`config.mk`:
```
export PLATFORM = sky130hd
export DESIGN_NAME = sptrc_serial_ctrl
export DESIGN_NICKNAME = d
export VERILOG_FILES = /design/src/core/sptrc_pkg.sv /design/src/core/sptrc_rx.sv /design/src/core/sptrc_serial_ctrl.sv
export VERILOG_INCLUDE_DIRS = /design/src /design/src/core
export SDC_FILE = /design/constraint.sdc
export NUM_CORES = 1
export LEC_CHECK = 0
export ABC_AREA = 1
export BUFFER_PORTS_ARGS = -buffer_cell sky130_fd_sc_hd__buf_4
export CORE_AREA = 2 2 128 130
export CTS_CLUSTER_SIZE = 20
export DETAILED_ROUTE_END_ITERATION = 10
export DIE_AREA = 0 0 130 132
export HOLD_SLACK_MARGIN = 0.05
export PLACE_DENSITY = 0.68
export SLEW_MARGIN = 20
export SYNTH_ARGS = -nofsm -noshare
export SYNTH_HDL_FRONTEND = slang
export SYNTH_SLANG_ARGS = --single-unit
```
`constraint.sdc`:
```
create_clock -name pclk -period 3.7 [get_ports pclk]
set_clock_uncertainty 0.2 [all_clocks]
set_input_delay 0.74 -clock pclk [delete_from_list [all_inputs] [get_ports pclk]]
set_output_delay 0.74 -clock pclk [all_outputs]
set_load 0.05 [all_outputs]
```
`src/core/sptrc_map.svh`:
```
/*
 * Register map, bit positions, reset values and timing counts of the
 * serial port control block.
 * Assumes it is included by bare name by the modules.
 */
`ifndef SPTRC_MAP_SVH
`define SPTRC_MAP_SVH

// apb address width and register byte offsets
`define SPTRC_AW 8
`define SPTRC_OFF_CTRL2 8'h00
`define SPTRC_OFF_STAT1 8'h04
`define SPTRC_OFF_CFG 8'h08
`define SPTRC_OFF_DATA 8'h0C

// serial_control_two bits
`define SPTRC_C2_BRKQ 0
`define SPTRC_C2_STBY 1
`define SPTRC_C2_RXON 2
`define SPTRC_C2_TXEN 3

// serial_status_one bits
`define SPTRC_S1_TXEMPTY 7
`define SPTRC_S1_TXDONE 6
`define SPTRC_S1_RXFULL 5
`define SPTRC_S1_IDLE 4
`define SPTRC_S1_OVERRUN 3
`define SPTRC_S1_FRAMERR 1

// config register width, reset values
`define SPTRC_CFG_W 6
`define SPTRC_CFG_RST 6'h00
`define SPTRC_CHAR_W 9

// bit timing in pclk cycles (a free-running divider times the transmitter; the receiver's own counters restart on each start bit)
`define SPTRC_BIT_CYC 16'h0010
`define SPTRC_HALF_CYC (`SPTRC_BIT_CYC >> 1)
`define SPTRC_IDLE_BITS 16'h000A
`define SPTRC_IDLE_CYC (`SPTRC_BIT_CYC * `SPTRC_IDLE_BITS)

// frame and break lengths in bit times
`define SPTRC_FRM8 4'hA
`define SPTRC_FRM9 4'hB
`define SPTRC_BRK8 4'hA
`define SPTRC_BRK9 4'hB
`define SPTRC_LBRK8 4'hD
`define SPTRC_LBRK9 4'hE

`endif

```
`src/core/sptrc_pkg.sv`:
```
/*
 * Types shared by the serial port control block and its receiver.
 * Assumes nothing beyond the map header.
 */
package sptrc_pkg;
    // transmitter states, one-hot
    typedef enum logic [3:0] {
        TX_IDLE = 4'h1,
        TX_DATA = 4'h2,
        TX_BREAK = 4'h4,
        TX_FILL = 4'h8
    } sptrc_tx_e;

    // receiver states, one-hot
    typedef enum logic [1:0] {
        RX_WAIT = 2'h1,
        RX_BITS = 2'h2
    } sptrc_rx_e;

    // config register layout, bit 5 down to bit 0
    typedef struct packed {
        logic nine_bit;
        logic wake_mark;
        logic long_break_select;
        logic tx_pin_direction;
        logic rx_source_select;
        logic internal_loop_select;
    } sptrc_cfg_s;

    // one received character
    typedef struct packed {
        logic done;
        logic frame_err;
        logic [8:0] data;
    } sptrc_rxev_s;
endpackage : sptrc_pkg

```
`src/core/sptrc_rx.sv`:
```
/*
 * Receiver shift logic: start detect, mid-bit sampling, stop check
 * and idle-line detection.
 * Assumes line is already synchronised to pclk.
 */
`timescale 1ns/1ps
`include "sptrc_map.svh"
module sptrc_rx (
    input wire logic pclk,
    input wire logic presetn,
    input wire logic enable,
    input wire logic line,
    input wire logic nine_bit,
    output sptrc_pkg::sptrc_rxev_s ev,
    output logic idle_det
);
    import sptrc_pkg::*;

    sptrc_rx_e state;
    logic [15:0] cnt;
    logic [3:0] nbits;
    logic [8:0] data;
    logic [15:0] idle_cyc;
    logic armed;
    logic [3:0] last_bit;

    // stop bit index follows the character length
    assign last_bit = nine_bit ? `SPTRC_FRM9 - 4'h1 : `SPTRC_FRM8 - 4'h1;

    // frame reception; disabling drops a partial character
    always_ff @(posedge pclk or negedge presetn) begin
        if (!presetn) begin
            state <= RX_WAIT;
            cnt <= 16'h0000;
            nbits <= 4'h0;
            data <= 9'h000;
            ev <= '0;
        end else begin
            ev.done <= 1'b0;
            if (!enable) begin
                state <= RX_WAIT;
            end else begin
                unique case (state)
                    RX_WAIT: begin
                        if (!line) begin
                            state <= RX_BITS;
                            cnt <= `SPTRC_HALF_CYC;
                            nbits <= 4'h0;
                            data <= 9'h000;
                        end
                    end
                    RX_BITS: begin
                        if (cnt != 16'h0000) begin
                            cnt <= cnt - 16'h0001;
                        end else begin
                            cnt <= `SPTRC_BIT_CYC - 16'h0001;
                            nbits <= nbits + 4'h1;
                            if (nbits == 4'h0 && line) begin
                                // glitch, not a start bit
                                state <= RX_WAIT;
                            end else if (nbits == last_bit) begin
                                ev.done <= 1'b1;
                                ev.frame_err <= ~line;
                                ev.data <= data;
                                state <= RX_WAIT;
                            end else if (nbits != 4'h0) begin
                                data[nbits - 4'h1] <= line;
                            end
                        end
                    end
                endcase
            end
        end
    end

    // idle line: ten bit times of ones after activity
    always_ff @(posedge pclk or negedge presetn) begin
        if (!presetn) begin
            idle_cyc <= 16'h0000;
            armed <= 1'b0;
            idle_det <= 1'b0;
        end else begin
            idle_det <= 1'b0;
            if (!enable || state != RX_WAIT || !line) begin
                idle_cyc <= 16'h0000;
                if (enable && state == RX_BITS) begin
                    armed <= 1'b1;
                end
            end else if (armed) begin
                idle_cyc <= idle_cyc + 16'h0001;
                if (idle_cyc == `SPTRC_IDLE_CYC - 16'h0001) begin
                    idle_det <= 1'b1;
                    armed <= 1'b0;
                end
            end
        end
    end
endmodule : sptrc_rx

```
`src/core/sptrc_serial_ctrl.sv`:
```
/*
 * Serial port control front end: apb registers, transmitter with
 * queued idle and break, pin ownership, single-wire direction, receiver
 * enable and standby/wakeup, read-only status register.
 * Assumes an apb master on pclk and pin inputs from outside the clock
 * domain; the port mux outside honours the pin ownership outputs.
 */
`timescale 1ns/1ps
`include "sptrc_map.svh"
module sptrc_serial_ctrl (
    input wire logic pclk,
    input wire logic presetn,
    input wire logic psel,
    input wire logic penable,
    input wire logic pwrite,
    input wire logic [`SPTRC_AW-1:0] paddr,
    input wire logic [31:0] pwdata,
    output logic [31:0] prdata,
    output logic pready,
    output logic pslverr,
    input wire logic txd_i,
    output logic txd_o,
    output logic txd_oe,
    output logic tx_pin_owned,
    input wire logic rxd_i,
    output logic rx_pin_owned
);
    import sptrc_pkg::*;

    // address match, used by every decode below
    function automatic logic hit(input logic [`SPTRC_AW-1:0] a,
                                 input logic [`SPTRC_AW-1:0] off);
        return a == off;
    endfunction : hit

    logic acc;
    logic wr;
    logic rd;
    logic mapped;
    logic wr_c2;
    logic wr_cfg;
    logic wr_data;
    logic rd_stat;
    logic rd_data;
    logic transmit_enable;
    logic rx_on;
    logic standby_wakeup_ctrl;
    logic send_break_bit;
    sptrc_cfg_s cfg;
    logic [1:0] pin_s1;
    logic [1:0] pin_s2;
    logic txd_sync;
    logic rxd_sync;
    logic [15:0] div_cnt;
    logic tick;
    sptrc_tx_e tx_st;
    logic [10:0] sh;
    logic [3:0] bits_left;
    logic [8:0] buf_data;
    logic buf_full;
    logic brk_q;
    logic idle_q;
    logic te_gap;
    logic in_idle;
    logic start_brk;
    logic start_fill;
    logic start_data;
    logic end_chr;
    logic [3:0] brk_len;
    logic [3:0] frm_len;
    logic single_wire;
    logic rx_line;
    sptrc_rxev_s ev;
    logic idle_det;
    logic msb;
    logic wake_hit;
    logic accept;
    logic [8:0] rx_data;
    logic rxfull;
    logic overrun;
    logic framerr;
    logic idle_flag;
    logic st_armed;
    logic clr_seq;
    logic txdone;
    logic [7:0] stat1;

    // apb decode; zero wait states, so pready is simply high
    assign acc = psel & penable;
    assign wr = acc & pwrite;
    assign rd = acc & ~pwrite;
    assign mapped = hit(paddr, `SPTRC_OFF_CTRL2) | hit(paddr, `SPTRC_OFF_STAT1)
                  | hit(paddr, `SPTRC_OFF_CFG) | hit(paddr, `SPTRC_OFF_DATA);
    assign pready = 1'b1;
    assign pslverr = acc & ~mapped;
    assign wr_c2 = wr & hit(paddr, `SPTRC_OFF_CTRL2);
    assign wr_cfg = wr & hit(paddr, `SPTRC_OFF_CFG);
    assign wr_data = wr & hit(paddr, `SPTRC_OFF_DATA);
    assign rd_stat = rd & hit(paddr, `SPTRC_OFF_STAT1);
    assign rd_data = rd & hit(paddr, `SPTRC_OFF_DATA);

    // read data is captured in the setup cycle so it comes from flops
    always_ff @(posedge pclk or negedge presetn) begin
        if (!presetn) begin
            prdata <= 32'h0000_0000;
        end else if (psel && !penable && !pwrite) begin
            prdata <= 32'h0000_0000;
            if (hit(paddr, `SPTRC_OFF_CTRL2)) begin
                prdata[`SPTRC_C2_TXEN] <= transmit_enable;
                prdata[`SPTRC_C2_RXON] <= rx_on;
                prdata[`SPTRC_C2_STBY] <= standby_wakeup_ctrl;
                prdata[`SPTRC_C2_BRKQ] <= send_break_bit;
            end else if (hit(paddr, `SPTRC_OFF_STAT1)) begin
                prdata[7:0] <= stat1;
            end else if (hit(paddr, `SPTRC_OFF_CFG)) begin
                prdata[`SPTRC_CFG_W-1:0] <= cfg;
            end else if (hit(paddr, `SPTRC_OFF_DATA)) begin
                prdata[`SPTRC_CHAR_W-1:0] <= rx_data;
            end
        end
    end

    // control two: enables and break bit
    always_ff @(posedge pclk or negedge presetn) begin
        if (!presetn) begin
            transmit_enable <= 1'b0;
            rx_on <= 1'b0;
            send_break_bit <= 1'b0;
        end else if (wr_c2) begin
            transmit_enable <= pwdata[`SPTRC_C2_TXEN];
            rx_on <= pwdata[`SPTRC_C2_RXON];
            send_break_bit <= pwdata[`SPTRC_C2_BRKQ];
        end
    end

    // standby bit; a software write in the wake cycle wins
    always_ff @(posedge pclk or negedge presetn) begin
        if (!presetn) begin
            standby_wakeup_ctrl <= 1'b0;
        end else if (wr_c2) begin
            standby_wakeup_ctrl <= pwdata[`SPTRC_C2_STBY];
        end else if (wake_hit) begin
            standby_wakeup_ctrl <= 1'b0;
        end
    end

    // configuration register
    always_ff @(posedge pclk or negedge presetn) begin
        if (!presetn) begin
            cfg <= `SPTRC_CFG_RST;
        end else if (wr_cfg) begin
            cfg <= pwdata[`SPTRC_CFG_W-1:0];
        end
    end

    // two-flop synchronisers for the transmit and receive pins
    genvar gi;
    generate
        for (gi = 0; gi < 2; gi++) begin : g_sync
            always_ff @(posedge pclk or negedge presetn) begin
                if (!presetn) begin
                    pin_s1[gi] <= 1'b1;
                    pin_s2[gi] <= 1'b1;
                end else begin
                    pin_s1[gi] <= gi == 0 ? txd_i : rxd_i;
                    pin_s2[gi] <= pin_s1[gi];
                end
            end
        end
    endgenerate
    assign txd_sync = pin_s2[0];
    assign rxd_sync = pin_s2[1];

    // free-running bit-time divider; start latency up to one bit
    assign tick = div_cnt == `SPTRC_BIT_CYC - 16'h0001;
    always_ff @(posedge pclk or negedge presetn) begin
        if (!presetn) begin
            div_cnt <= 16'h0000;
        end else begin
            div_cnt <= tick ? 16'h0000 : div_cnt + 16'h0001;
        end
    end

    assign brk_len = cfg.long_break_select
                   ? (cfg.nine_bit ? `SPTRC_LBRK9 : `SPTRC_LBRK8)
                   : (cfg.nine_bit ? `SPTRC_BRK9 : `SPTRC_BRK8);
    assign frm_len = cfg.nine_bit ? `SPTRC_FRM9 : `SPTRC_FRM8;

    // queued work starts only between characters; break first, then idle
    assign in_idle = tx_st == TX_IDLE;
    assign start_brk = tick & in_idle & tx_pin_owned & brk_q;
    assign start_fill = tick & in_idle & tx_pin_owned & ~brk_q & idle_q;
    assign start_data = tick & in_idle & tx_pin_owned & ~brk_q & ~idle_q & buf_full;
    assign end_chr = tick & ~in_idle & (bits_left == 4'h1);

    // transmitter sequencer
    always_ff @(posedge pclk or negedge presetn) begin
        if (!presetn) begin
            tx_st <= TX_IDLE;
            sh <= 11'h7FF;
            bits_left <= 4'h0;
        end else if (tick) begin
            unique case (tx_st)
                TX_IDLE: begin
                    if (start_brk) begin
                        tx_st <= TX_BREAK;
                        bits_left <= brk_len;
                    end else if (start_fill) begin
                        tx_st <= TX_FILL;
                        bits_left <= frm_len;
                    end else if (start_data) begin
                        tx_st <= TX_DATA;
                        bits_left <= frm_len;
                        sh <= cfg.nine_bit ? {1'b1, buf_data, 1'b0}
                                           : {2'b11, buf_data[7:0], 1'b0};
                    end
                end
                TX_DATA, TX_BREAK, TX_FILL: begin
                    sh <= {1'b1, sh[10:1]};
                    bits_left <= bits_left - 4'h1;
                    if (bits_left == 4'h1) begin
                        tx_st <= TX_IDLE;
                    end
                end
            endcase
        end
    end

    // transmit buffer; a new write wins over the load
    always_ff @(posedge pclk or negedge presetn) begin
        if (!presetn) begin
            buf_data <= 9'h000;
            buf_full <= 1'b0;
        end else if (wr_data) begin
            buf_data <= pwdata[`SPTRC_CHAR_W-1:0];
            buf_full <= 1'b1;
        end else if (start_data) begin
            buf_full <= 1'b0;
        end
    end

    // break queue; a new request wins over the start of a break
    always_ff @(posedge pclk or negedge presetn) begin
        if (!presetn) begin
            brk_q <= 1'b0;
        end else if (wr_c2 && pwdata[`SPTRC_C2_BRKQ] && !send_break_bit) begin
            brk_q <= 1'b1;
        end else if (end_chr && tx_st == TX_BREAK && send_break_bit) begin
            brk_q <= 1'b1;
        end else if (start_brk) begin
            brk_q <= 1'b0;
        end
    end

    // idle queue: enable written low then high during a character
    always_ff @(posedge pclk or negedge presetn) begin
        if (!presetn) begin
            idle_q <= 1'b0;
            te_gap <= 1'b0;
        end else begin
            if (wr_c2 && !pwdata[`SPTRC_C2_TXEN] && transmit_enable && !in_idle) begin
                te_gap <= 1'b1;
            end else if (wr_c2 && pwdata[`SPTRC_C2_TXEN] && te_gap) begin
                te_gap <= 1'b0;
            end else if (in_idle && !tx_pin_owned) begin
                te_gap <= 1'b0;
            end
            if (wr_c2 && pwdata[`SPTRC_C2_TXEN] && !transmit_enable && te_gap) begin
                idle_q <= 1'b1;
            end else if (start_fill) begin
                idle_q <= 1'b0;
            end
        end
    end

    // pin ownership outlives the enable until queued work drains
    always_ff @(posedge pclk or negedge presetn) begin
        if (!presetn) begin
            tx_pin_owned <= 1'b0;
        end else if (transmit_enable) begin
            tx_pin_owned <= 1'b1;
        end else if (in_idle && !brk_q && !idle_q && !buf_full) begin
            tx_pin_owned <= 1'b0;
        end
    end

    // pin level and enable, registered to avoid glitches on the pin
    assign single_wire = cfg.internal_loop_select & cfg.rx_source_select;
    always_ff @(posedge pclk or negedge presetn) begin
        if (!presetn) begin
            txd_o <= 1'b1;
            txd_oe <= 1'b0;
        end else begin
            txd_o <= tx_st == TX_DATA ? sh[0] : tx_st != TX_BREAK;
            txd_oe <= tx_pin_owned & (~single_wire | cfg.tx_pin_direction);
        end
    end

    // receive pin ownership
    always_ff @(posedge pclk or negedge presetn) begin
        if (!presetn) begin
            rx_pin_owned <= 1'b0;
        end else begin
            rx_pin_owned <= rx_on & ~cfg.internal_loop_select;
        end
    end

    // receiver source: single wire reads the transmit pin, loop reads txd_o
    assign rx_line = ~cfg.internal_loop_select ? rxd_sync
                   : (cfg.rx_source_select ? txd_sync : txd_o);

    sptrc_rx u_rx (
        .pclk(pclk),
        .presetn(presetn),
        .enable(rx_on),
        .line(rx_line),
        .nine_bit(cfg.nine_bit),
        .ev(ev),
        .idle_det(idle_det)
    );

    assign msb = cfg.nine_bit ? ev.data[8] : ev.data[7];
    assign wake_hit = standby_wakeup_ctrl
                    & (cfg.wake_mark ? (ev.done & msb) : idle_det);
    assign accept = ev.done & (~standby_wakeup_ctrl | (cfg.wake_mark & msb));

    // clear sequence: read status, then read data
    assign clr_seq = rd_data & st_armed;
    always_ff @(posedge pclk or negedge presetn) begin
        if (!presetn) begin
            st_armed <= 1'b0;
        end else if (rd_stat) begin
            st_armed <= 1'b1;
        end else if (rd_data) begin
            st_armed <= 1'b0;
        end
    end

    // receive flags; a setting event wins over the clear sequence
    always_ff @(posedge pclk or negedge presetn) begin
        if (!presetn) begin
            rxfull <= 1'b0;
            overrun <= 1'b0;
            framerr <= 1'b0;
            idle_flag <= 1'b0;
        end else begin
            rxfull <= accept | (rxfull & ~clr_seq);
            overrun <= (accept & rxfull) | (overrun & ~clr_seq);
            framerr <= (accept & ev.frame_err) | (framerr & ~clr_seq);
            idle_flag <= (idle_det & ~standby_wakeup_ctrl) | (idle_flag & ~clr_seq);
        end
    end

    // received data; an overrun keeps the older character unless the clear sequence completes in the same cycle
    always_ff @(posedge pclk or negedge presetn) begin
        if (!presetn) begin
            rx_data <= 9'h000;
        end else if (accept && (!rxfull || clr_seq)) begin
            rx_data <= ev.data;
        end
    end

    assign txdone = in_idle & ~buf_full & ~brk_q & ~idle_q;
    always_comb begin
        stat1 = 8'h00;
        stat1[`SPTRC_S1_TXEMPTY] = ~buf_full;
        stat1[`SPTRC_S1_TXDONE] = txdone;
        stat1[`SPTRC_S1_RXFULL] = rxfull;
        stat1[`SPTRC_S1_IDLE] = idle_flag;
        stat1[`SPTRC_S1_OVERRUN] = overrun;
        stat1[`SPTRC_S1_FRAMERR] = framerr;
    end
endmodule : sptrc_serial_ctrl

```
==> qor.txt <==
outcome = completed
largest net degree at the start of global routing = 70
IO buf count = 37
hold-fix buffers at CTS = 0
Seq cells post-synth = 148
Worst-Margin Slew = 858 ps
fin nets = 1,060
unrepaired setup endpoints after global routing = false
met2 global-route usage = 32.0%
Rows = 46
clock sinks = 148
EDFF count, synth = 0
synth top area cells = dfrtp_1 43%, nand2_1 11%, dfstp_2 5.8%, inv_1 5.8%, nand3_1 5.3%
Leakage = 0.00445 uW
Slew headroom = 42.4%
initial antenna violation count = 0
sequential share of power = 40.7%
Switch Pwr = 1400 uW
Resize count post-CTS = 0
Synth area leader = dfrtp_1
Die Y = 132 microns
Post-CTS Setup Inserts = 0
critical-path maximum fanout = 8
P per Cell Area = 523 mW/mm^2
Via Count = 6,118
Placer Congestion = 0.892
Initial Util = 49.0%
number of diodes = 0
Total GRT Usage = 20.4%
area delta synth->final = 13.7%
Max Transition Viols Final = 0
Hold Path Class = input port to async pin
Reg clk slew, reported paths = 60 ps
setup ws final = 894 ps
die area = 0.0172 sq mm
Worst EP arrival = 1870 ps
DP Wirelength = 11,800 microns
wire per inst = 13.2 microns
Residual DRC = 0
H-tree depth = 4
Core Region = 0.0157 sq mm
GRT overflow = 0
VDD IR-drop max = 0.383 mV
# IOs = 85
pre-CTS setup slack = 891 ps
TritonCTS Buffers = 17
Horiz. Die Dim = 130 microns
Yosys warning count = 0
Design Area, Final = 0.00875 sq mm
Async SR Flop Fraction = 100%
first-pass GRT wire length = 28,100 microns
vias in the first global route = 5,897
Hold Slack = 93.2 ps
clk buf depth = 2
synthesized instance count = 958
total power = 4580 uW
TNS Setup = 0 ps
post-route ant nets = 0
Unique masters post-synth = 46
TritonCTS clock tree = done
switching portion of total power = 30.5%
met3 Use GR = 5.24%
combinational share of power = 20.0%
Most Crowded Layer GR = met2
Synth Cell Area = 0.00770 sq mm
M1 GR Usage = 27.9%
Clock power frac = 39.2%
Clock Latency Late Sink = 430 ps
ys flop type = dfrtp_1
crit end category = output port
syn avg cell area = 8.03 sq um
Crit Path Class = input port to output port
Final Cycle Share = 75.8%
max_cap viols = 0
Final Critical Period = 2810 ps
sequential area share after synthesis = 48.4%
Post-Place Cell Area = 0.00812 sq mm
critical path required time = 2760 ps
WL final = 16,300 microns
DR iter-0 viols = 376
Via density = 4.97
Pint = 3180 uW
Setup violations, final = 0
CP Launch Type = input port
share of cells above drive strength 1 = 11.9%
drt pass-1 iters = 5
fmax = 356 MHz
Root Driver = clkbuf_16
final hold violation count = 0
Yosys top cell area share = 42.6%
==> layer usage <==
layer / wire length (microns) / vias up
met3: 601 / 29
li1: - / 3146
met4: 229 / 0
met2: 7780 / 93
met5: 0 / -
met1: 7670 / 2850
==> worst max-delay path, stage by stage <==
cell	delay, ps
buf_4	100
or2_1	270
inv_1	160
nand4_2	220
nand3_1	130
nor2_1	50
buf_4	190
==> placed cells by master (no fill, tap or decap), drive strengths merged, types with 2 or more instances in the layout <==
cell	instances
a21oi	16
a22o	4
a31oi	5
buf	46
clkbuf	27
clkinv	3
conb	24
dfrtp	131
dfstp	17
ha	12
inv	127
mux2i	8
nand2	233
nand3	85
nand4	30
nor2	96
nor3	15
nor4	9
o211ai	3
o21ai	79
o21bai	2
o221ai	2
o22ai	4
o31ai	2
or2	3
xnor2	2
xor2	22
==> power groups by stage <==
stage	registers, uW	logic, uW	clock network (uW)
final	1860	917	1790
after global routing	1890	1070	1900
after CTS	1860	922	1840
after detailed placement	1890	914	0
after global placement	1890	895	0
after floorplan	1860	744	0
==> logic make-up (layout without fill, tap and decap cells) <==
| kind of cell | Yosys count | in the layout | synth area share, % |
|---|---|---|---|
| compound gates | 121 | 121 | 8.78 |
| other cells | 2 | 24 | 0.0976 |
| buf+inv | 170 | 204 | 9.72 |
| simple gates | 472 | 472 | 27.0 |
| xor+xnor | 24 | 24 | 2.83 |
| mux | 9 | 9 | 1.19 |
| flops | 148 | 148 | 48.4 |
| fa+ha+maj | 12 | 12 | 1.95 |
==> final cells by class <==
| class | instances | area [sq um] |
|---|---|---|
| flip-flops and latches | 148 | 3720 |
| repair buffers | 46 | 349 |
| fillers | 1442 | 6960 |
| clock buffers | 27 | 578 |
| well taps | 216 | 270 |
| clock inverters | 5 | 52.6 |
| inverters | 126 | 473 |
| multi-input cells | 662 | 3310 |
==> stage by stage <==
step	std cells	utilization [%]
floorplan	980	-
global placement	1198	51.7
detailed placement	1198	51.7
CTS	1230	55.7
global route	1230	55.7
finish	1230	55.7
==> synthesized netlist by cell type, types with 5 or more instances <==
library cell	instances
inv_1	119
o21ai_1	29
nand2_1	229
dfrtp_1	131
xor2_1	21
nor2_1	89
a21oi_1	16
buf_2	16
nor4_1	8
inv_2	6
ha_1	12
o21ai_0	48
buf_4	24
nand4_1	28
mux2i_1	8
dfstp_2	17
nor3_1	15
nand3_1	82
a31oi_1	5
nor2_2	7
==> final timing paths <==
path,slack [ps],startpoint,end,cells past startpoint
worst min-delay path,90,presetn,div_cnt[9],1
worst min register to register,160,pin_s1[1],rxd_sync,0
max in group asynchronous,2410,presetn,u_rx.state[0],2
worst max-delay path,890,paddr[1],pslverr,7
min in group pclk,160,pin_s1[1],rxd_sync,0
worst max register to register,1270,u_rx.nbits[0],u_rx.ev[3],9
==> state kept, by name, summed over array words and instances, names as in the netlist, 6 cells and up <==
| name | count |
|---|---|
| div_cnt | 16 |
| u_rx.cnt | 16 |
| u_rx.idle_cyc | 16 |
| u_rx.ev | 11 |
| sh | 10 |
| buf_data | 9 |
| prdata | 9 |
| rx_data | 9 |
| u_rx.data | 9 |
| cfg | 6 |
Note: power is estimated with default switching activity, not from simulation.
